File: src/core/mis_regs.vh
// constants for the instruction execution unit
// Contract
// - add memory, working register and carry; result to working or memory.
// - plain add memory or immediate, no carry-in; update wrap, null, half carry, carry.
// - and with memory or immediate to working or memory; only null flag changes.
// - call pushes incremented counter, loads target; no flag changes.
// - clear byte writes zero to memory; flags unchanged.
// - bit clear zeroes selected bit only; flags unchanged.
// - watchdog clear zeroes counter, clears powerdown and timeout flags.
// - paired pre-clears clear watchdog only when both have run.
// - complement to memory or working register; only null flag changes.
// - decimal adjust low nibble plus 6 when above 9 or half carry.
// - decimal adjust high nibble plus low adjust, plus 6 when above 9 or carry; result to memory.
// - decrement to memory or working register; only null flag changes.
// - increment to memory or working register; only null flag changes.
// - halt stops, clears watchdog, advances counter, sets powerdown, clears timeout.
// - jump loads counter with target, stack untouched.
`ifndef MIS_REGS_VH
`define MIS_REGS_VH
`define MIS_OP_NOP    5'h00
`define MIS_OP_ADC    5'h01
`define MIS_OP_ADC_MEM 5'h02
`define MIS_OP_ADD    5'h03
`define MIS_OP_ADDI   5'h04
`define MIS_OP_ADD_MEM 5'h05
`define MIS_OP_AND    5'h06
`define MIS_OP_ANDI   5'h07
`define MIS_OP_AND_MEM 5'h08
`define MIS_OP_CALL   5'h09
`define MIS_OP_CLR    5'h0A
`define MIS_OP_CLRB   5'h0B
`define MIS_OP_WDC    5'h0C
`define MIS_OP_WDC1   5'h0D
`define MIS_OP_WDC2   5'h0E
`define MIS_OP_INV_MEM  5'h0F
`define MIS_OP_INV_WORK 5'h10
`define MIS_OP_BCD_ADJ  5'h11
`define MIS_OP_DEC    5'h12
`define MIS_OP_DEC_WORK 5'h13
`define MIS_OP_HALT   5'h14
`define MIS_OP_INC    5'h15
`define MIS_OP_INC_WORK 5'h16
`define MIS_OP_JMP    5'h17
`define MIS_BCD_LIMIT 4'h9
`define MIS_BCD_FIX   4'h6
`define MIS_RST_BYTE  8'h00
`define MIS_RST_PC    12'h000
`endif

File: src/core/mis_core.v
// execution unit for one instruction per cycle, memory byte supplied by the caller
`include "mis_regs.vh"
module mis_core #(
   parameter PC_W = 12,
   parameter WD_W = 8,
   parameter PS_W = 8
)(
   // clock and reset
   input  wire            clk,
   input  wire            rst,
   // instruction issue
   input  wire            op_valid,
   input  wire [4:0]      op_code,
   input  wire [7:0]      mem_data,
   input  wire [7:0]      imm_data,
   input  wire [2:0]      bit_sel,
   input  wire [PC_W-1:0] target_addr,
   // memory write back
   output reg             mem_we_r,
   output reg  [7:0]      mem_wdata_r,
   // stack push
   output reg             push_r,
   output reg  [PC_W-1:0] push_data_r,
   // state
   output reg  [PC_W-1:0] pc_r,
   output reg  [7:0]      working_register_r,
   output reg             result_null_flag_r,
   output reg             bit_seven_out_r,
   output reg             half_carry_flag_r,
   output reg             signed_wrap_flag_r,
   output reg             powerdown_flag_r,
   output reg             timeout_flag_r,
   output reg             low_nibble_adjust_out_r,
   output reg             halted_r,
   output reg  [WD_W-1:0] watchdog_counter_r,
   output reg  [PS_W-1:0] prescaler_r
);

   // =====================================
   // arithmetic
   wire       use_imm = (op_code == `MIS_OP_ADDI) || (op_code == `MIS_OP_ANDI);
   wire [7:0] opnd    = use_imm ? imm_data : mem_data;
   wire       cin     = (op_code == `MIS_OP_ADC) || (op_code == `MIS_OP_ADC_MEM) ? bit_seven_out_r : 1'b0;
   wire [4:0] lo_sum  = {1'b0, working_register_r[3:0]} + {1'b0, opnd[3:0]} + {4'h0, cin};
   wire [8:0] sum     = {1'b0, working_register_r} + {1'b0, opnd} + {8'h00, cin};
   wire       wrap    = (working_register_r[7] == opnd[7]) && (sum[7] != opnd[7]);
   wire [7:0] andv    = working_register_r & opnd;
   wire [7:0] incv    = mem_data + 8'h01;
   wire [7:0] decv    = mem_data - 8'h01;
   wire [7:0] cplv    = ~mem_data;
   wire [7:0] bclr    = mem_data & ~(8'h01 << bit_sel);

   // decimal adjust
   wire       lo_fix  = (working_register_r[3:0] > `MIS_BCD_LIMIT) || half_carry_flag_r;
   wire [3:0] lo_nib  = lo_fix ? working_register_r[3:0] + `MIS_BCD_FIX : working_register_r[3:0];
   wire       lo_adj  = lo_fix ? ~half_carry_flag_r : 1'b0;
   wire [4:0] hi_pre  = {1'b0, working_register_r[7:4]} + {4'h0, lo_adj};
   wire       hi_fix  = (hi_pre > {1'b0, `MIS_BCD_LIMIT}) || bit_seven_out_r;
   wire [3:0] hi_nib  = hi_fix ? hi_pre[3:0] + `MIS_BCD_FIX : hi_pre[3:0];

   reg        pre1_r;
   reg        pre2_r;
   wire       wd_both = (op_code == `MIS_OP_WDC1 && pre2_r) || (op_code == `MIS_OP_WDC2 && pre1_r);

   // =====================================
   // sequential
   always @(posedge clk or posedge rst)
   begin
      if (rst)
      begin
         mem_we_r                <= 1'b0;
         mem_wdata_r             <= `MIS_RST_BYTE;
         push_r                  <= 1'b0;
         push_data_r             <= `MIS_RST_PC;
         pc_r                    <= `MIS_RST_PC;
         working_register_r      <= `MIS_RST_BYTE;
         result_null_flag_r      <= 1'b0;
         bit_seven_out_r         <= 1'b0;
         half_carry_flag_r       <= 1'b0;
         signed_wrap_flag_r      <= 1'b0;
         powerdown_flag_r        <= 1'b0;
         timeout_flag_r          <= 1'b0;
         low_nibble_adjust_out_r <= 1'b0;
         halted_r                <= 1'b0;
         watchdog_counter_r      <= {WD_W{1'b0}};
         prescaler_r             <= {PS_W{1'b0}};
         pre1_r                  <= 1'b0;
         pre2_r                  <= 1'b0;
      end
      else
      begin
         mem_we_r <= 1'b0;
         push_r   <= 1'b0;
         if (!halted_r)
         begin
            prescaler_r <= prescaler_r + {{(PS_W-1){1'b0}}, 1'b1};
            if (&prescaler_r)
               watchdog_counter_r <= watchdog_counter_r + {{(WD_W-1){1'b0}}, 1'b1};
         end
         if (op_valid && !halted_r)
         begin
            pc_r <= pc_r + {{(PC_W-1){1'b0}}, 1'b1};
            case (op_code)
               `MIS_OP_ADC, `MIS_OP_ADC_MEM, `MIS_OP_ADD, `MIS_OP_ADDI, `MIS_OP_ADD_MEM:
               begin
                  if (op_code == `MIS_OP_ADC_MEM || op_code == `MIS_OP_ADD_MEM)
                  begin
                     mem_we_r    <= 1'b1;
                     mem_wdata_r <= sum[7:0];
                  end
                  else
                     working_register_r <= sum[7:0];
                  result_null_flag_r <= (sum[7:0] == 8'h00);
                  bit_seven_out_r    <= sum[8];
                  half_carry_flag_r  <= lo_sum[4];
                  signed_wrap_flag_r <= wrap;
               end
               `MIS_OP_AND, `MIS_OP_ANDI, `MIS_OP_AND_MEM:
               begin
                  if (op_code == `MIS_OP_AND_MEM)
                  begin
                     mem_we_r    <= 1'b1;
                     mem_wdata_r <= andv;
                  end
                  else
                     working_register_r <= andv;
                  result_null_flag_r <= (andv == 8'h00);
               end
               `MIS_OP_CALL:
               begin
                  push_r      <= 1'b1;
                  push_data_r <= pc_r + {{(PC_W-1){1'b0}}, 1'b1};
                  pc_r        <= target_addr;
               end
               `MIS_OP_JMP:
                  pc_r <= target_addr;
               `MIS_OP_CLR:
               begin
                  mem_we_r    <= 1'b1;
                  mem_wdata_r <= `MIS_RST_BYTE;
               end
               `MIS_OP_CLRB:
               begin
                  mem_we_r    <= 1'b1;
                  mem_wdata_r <= bclr;
               end
               `MIS_OP_WDC:
               begin
                  watchdog_counter_r <= {WD_W{1'b0}};
                  prescaler_r        <= {PS_W{1'b0}};
                  powerdown_flag_r   <= 1'b0;
                  timeout_flag_r     <= 1'b0;
               end
               `MIS_OP_WDC1, `MIS_OP_WDC2:
               begin
                  if (wd_both)
                  begin
                     watchdog_counter_r <= {WD_W{1'b0}};
                     prescaler_r        <= {PS_W{1'b0}};
                     powerdown_flag_r   <= 1'b0;
                     timeout_flag_r     <= 1'b0;
                     pre1_r             <= 1'b0;
                     pre2_r             <= 1'b0;
                  end
                  else if (op_code == `MIS_OP_WDC1)
                     pre1_r <= 1'b1;
                  else
                     pre2_r <= 1'b1;
               end
               `MIS_OP_INV_MEM, `MIS_OP_INV_WORK:
               begin
                  if (op_code == `MIS_OP_INV_MEM)
                  begin
                     mem_we_r    <= 1'b1;
                     mem_wdata_r <= cplv;
                  end
                  else
                     working_register_r <= cplv;
                  result_null_flag_r <= (cplv == 8'h00);
               end
               `MIS_OP_BCD_ADJ:
               begin
                  mem_we_r                <= 1'b1;
                  mem_wdata_r             <= {hi_nib, lo_nib};
                  low_nibble_adjust_out_r <= lo_adj;
                  if (hi_fix)
                     bit_seven_out_r <= 1'b1;
               end
               `MIS_OP_DEC, `MIS_OP_DEC_WORK:
               begin
                  if (op_code == `MIS_OP_DEC)
                  begin
                     mem_we_r    <= 1'b1;
                     mem_wdata_r <= decv;
                  end
                  else
                     working_register_r <= decv;
                  result_null_flag_r <= (decv == 8'h00);
               end
               `MIS_OP_INC, `MIS_OP_INC_WORK:
               begin
                  if (op_code == `MIS_OP_INC)
                  begin
                     mem_we_r    <= 1'b1;
                     mem_wdata_r <= incv;
                  end
                  else
                     working_register_r <= incv;
                  result_null_flag_r <= (incv == 8'h00);
               end
               `MIS_OP_HALT:
               begin
                  halted_r           <= 1'b1;
                  watchdog_counter_r <= {WD_W{1'b0}};
                  prescaler_r        <= {PS_W{1'b0}};
                  powerdown_flag_r   <= 1'b1;
                  timeout_flag_r     <= 1'b0;
               end
               default:
                  pc_r <= pc_r + {{(PC_W-1){1'b0}}, 1'b1};
            endcase
         end
      end
   end

endmodule // mis_core

File: config.mk
export PLATFORM = sky130hd
export DESIGN_NAME = mis_core
export DESIGN_NICKNAME = d
export VERILOG_FILES = /design/src/core/mis_core.v
export VERILOG_INCLUDE_DIRS = /design/src /design/src/core
export SDC_FILE = /design/constraint.sdc
export NUM_CORES = 1
export LEC_CHECK = 0
export BUFFER_PORTS_ARGS = -buffer_cell sky130_fd_sc_hd__clkbuf_2
export CORE_ASPECT_RATIO = 1.1
export CORE_MARGIN = 1
export CORE_UTILIZATION = 50
export CTS_CLUSTER_DIAMETER = 120
export DETAILED_ROUTE_END_ITERATION = 7
export GPL_TIMING_DRIVEN = 0
export HOLD_SLACK_MARGIN = 0.02
export PLACE_DENSITY = 0.74
export SYNTH_ARGS = -nofsm -noshare
export SYNTH_HDL_FRONTEND = slang
export SYNTH_SLANG_ARGS = --single-unit
File: constraint.sdc
create_clock -name clk -period 3.9 [get_ports clk]
set_clock_uncertainty 0.15 [all_clocks]
set_input_delay 0.195 -clock clk [delete_from_list [all_inputs] [get_ports clk]]
set_output_delay 0.195 -clock clk [all_outputs]
set_load 0.01 [all_outputs]
==> results.md <==
- Initial drt markers: 364
- Sequential area share after synthesis: between 30 and 40%
- Setup WS pre-CTS: -300 ps
- Routed WL: approximately 14 mm
- Crit Path Max Fanout: 10
- Post-DP HPWL: 10.9 mm
- Global-route wire length before repair: around 23 mm
- Failing checks: design-rule violations
- Total CTS buffers: 9
- Most used DFF post-synth: dfrtp_1
- Top post-synthesis cells by area: dfrtp_1, ha_1, o21ai_0
- CP Capture Point: bit_seven_out_r$_DFFE_PP0P_
- R2R Path End: mem_wdata_r[6]$_DFFE_PP0P_
- Non-filler instance count after layout: 840
- Hold slack final: 37.3 ps
- Antenna fix cells: 0
- Share of cells above drive strength 1: 22.5%
- Nets@finish: just under 800
- Reg2reg start: working_register_r[1]$_DFFE_PP0P_
- Total die area: 10600 um^2
- DR DRC count: 13
- Hold crit path type: in2reg
- Synth area leader: dfrtp_1
- CTS max path bufs: 2
- Ys Warns: 0
- Setup violators final: 0
- Count of cell types in the netlist: 79
- Crit path DAT: 3700 ps
- Final Cycle Share: between 90% and 100%
- Syn Area/Cell: 8.54 um^2
- R2r worst-path depth: 10
- Area of the core: 9890 um^2
- Worst Setup SP: op_code[2]
- Crit path launch type: primary input
- Fin crit period: 3660 ps
- Post-synth top area share: approximately a third
- Clock sink count: 67
- Worst min-delay path startpoint: target_addr[8]
- Unrepaired setup endpoints after global routing: no
- Initial antenna violation count: 0
- # IOs: 105
- Async S/R FF share, synth: 100%
- Worst path cell trace: clkbuf_2, buf_4, buf_4, nor2b_1, nand3b_1, mux2_2, fa_1, fa_1, a211oi_1, o21bai_1, a21oi_1, o21ai_0, a211oi_1, o221ai_1
- PwrDens: 570 nW/um^2
- Die width: 98.4 um
- Post-DP Area: between 5000 and 6000 um^2
- Critical Path RT: between 3000 and 4000 ps
- Max Cap Violations: 0
- VDD IR max: 0.372 mV
- Post-synth EDFFs: 0
- Mapped Area: 5110 um^2
- Total track usage: 27.3%
- # rows: 38
- Fmax: between 200 and 300 MHz
- Worst skew pair latency: 350 ps
- Total negative slack: 0 ps
- First-pass iteration count of the detailed router: 8
- Placed cells: between 800 and 900
- Die Ht: 108 um
- Worst-path clk slew: 70 ps
- Worst R2R Setup Slack: 810 ps
- TritonCTS clock tree: done
- Worst slew margin: 41.6%
- Worst setup margin: around 240 ps
- Setup CP Type: in2reg
- Remaining Overflow, GRT: 0
- Root Driver: clkbuf_8
- #FFs+latches synth: 67
- Measured slew at the worst slew-check pin: 862 ps
- Area grow syn2layout: 17.7%
- Max H-tree Level: 3
- Gp weighted congestion: approximately 0.95
- CP Capture Type: flip-flop
- Via count: around 5000
- Outcome: finished, violations left
- Synth Net Count: 658
- Initial core utilization: between 50% and 60%
- Routed Antenna Nets: 0
- Post-Synthesis Cells: about 600
- Static leakage: between 0.002 and 0.003 uW
- Final Hold Fails: 0
- Final instance area: around 6000 um^2
- Number of global-route vias before repair: 4609
- Max-slew violation count: 0
- Largest net degree at the start of global routing: 68
- Vias per cell: between 6 and 7
- Avg WL per Cell: 16.9 um
- IO Port Bufs: 99
- Slowest stage delay, CP: 470 ps
- Slowest-stage cell, CP: fa_1
[per-stage QoR]
step | util, % | power, uW
final | 60.8 | 3420
after global routing | 60.8 | 3670
after CTS | 60.4 | 3420
after detailed placement | 58.2 | 2890
after global placement | 58.2 | 2830
after floorplan | - | 2300
[Yosys cell counts, drive strengths merged, types with 7 or more instances]
cell	n
dfrtp	67
nand2	56
nor2	51
o21ai	49
a21oi	35
nand3	26
clkbuf	21
inv	21
xnor2	21
ha	19
mux2	16
nor3	16
xor2	16
buf	15
a31oi	10
and3	10
a211oi	9
a21o	8
a22oi	8
mux2i	8
nand4	7
[worst min path at each step]
stage,end,cells past startpoint
floorplan,halted_r$_DFFE_PP0P_,1
global placement,pc_r[0]$_DFFE_PP0P_,3
detailed placement,push_data_r[2]$_DFFE_PP0P_,2
CTS,pc_r[8]$_DFFE_PP0P_,3
global route,pc_r[4]$_DFFE_PP0P_,3
finish,pc_r[8]$_DFFE_PP0P_,3
[state kept, by name, indices dropped and copies added, names as in the netlist]
| signal | count |
|---|---|
| push_r | 1 |
| pre1_r | 1 |
| mem_we_r | 1 |
| half_carry_flag_r | 1 |
| bit_seven_out_r | 1 |
| working_register_r | 8 |
| prescaler_r | 8 |
| push_data_r | 12 |
| mem_wdata_r | 8 |
| powerdown_flag_r | 1 |
| pre2_r | 1 |
| signed_wrap_flag_r | 1 |
| halted_r | 1 |
| result_null_flag_r | 1 |
| low_nibble_adjust_out_r | 1 |
| watchdog_counter_r | 8 |
| pc_r | 12 |
[final cells by class]
| class | count | area [um^2] |
|---|---|---|
| Fill cell | 879 | 3880 |
| Multi-Input combinational cell | 474 | 3190 |
| Sequential cell | 67 | 1680 |
| Timing Repair Buffer | 108 | 576 |
| Buffer | 36 | 168 |
| Clock buffer | 12 | 155 |
| Tap cell | 120 | 150 |
| Inverter | 21 | 81.3 |
| Clock inverter | 2 | 12.5 |
[where the power goes]
group	internal, uW	leakage, uW	switching (uW)
clock	258	0.0000843	260
combinational	731	0.00182	918
sequential	946	0.000836	312
[layout by cell type, fill, tap and decap left out, drive strengths merged, types with 16 or more instances in the layout]
| master | Yosys | final |
|---|---|---|
| xnor2 | 21 | 21 |
| inv | 21 | 21 |
| nor2 | 51 | 51 |
| nand2 | 56 | 56 |
| clkbuf | 21 | 132 |
| buf | 15 | 19 |
| ha | 19 | 19 |
| o21ai | 49 | 49 |
| xor2 | 16 | 16 |
| mux2 | 16 | 16 |
| nor3 | 16 | 16 |
| dfrtp | 67 | 67 |
| a21oi | 35 | 35 |
| nand3 | 26 | 26 |
[timing repair]
action                     CTS  global route
setup endpoints to repair    0             5
hold buffers                 5             0
resized for setup            0             1
setup buffers                0             4
hold endpoints to repair    71             0
[routing by layer]
metal	GRT usage (%)	share of wire, %	routed length, um	up-vias
met2	47.8	50	7100	215
met4	12.2	3.5	499	0
met3	4.72	5.3	754	39
met1	33.0	41	5880	2344
li1	-	-	-	2447
met5	0	0	0	-
[worst max-delay path: cells and delay by family]
kind / cells / cell delay, ps
buffers and inverters: 3 / 440
adders and majority gates: 2 / 920
AOI/OAI and AO/OA: 6 / 1190
muxes: 1 / 370
and+or+nand+nor: 2 / 570
[cell families after synthesis]
| family | synth area share, % |
|---|---|
| compound gates | 23.4 |
| xor+xnor | 6.35 |
| fa+ha+maj | 5.44 |
| buf+inv | 4.83 |
| flops | 32.8 |
| mux | 5.34 |
| other cells | 0.0734 |
| simple gates | 21.8 |
Power figures use the tool's default switching activity.
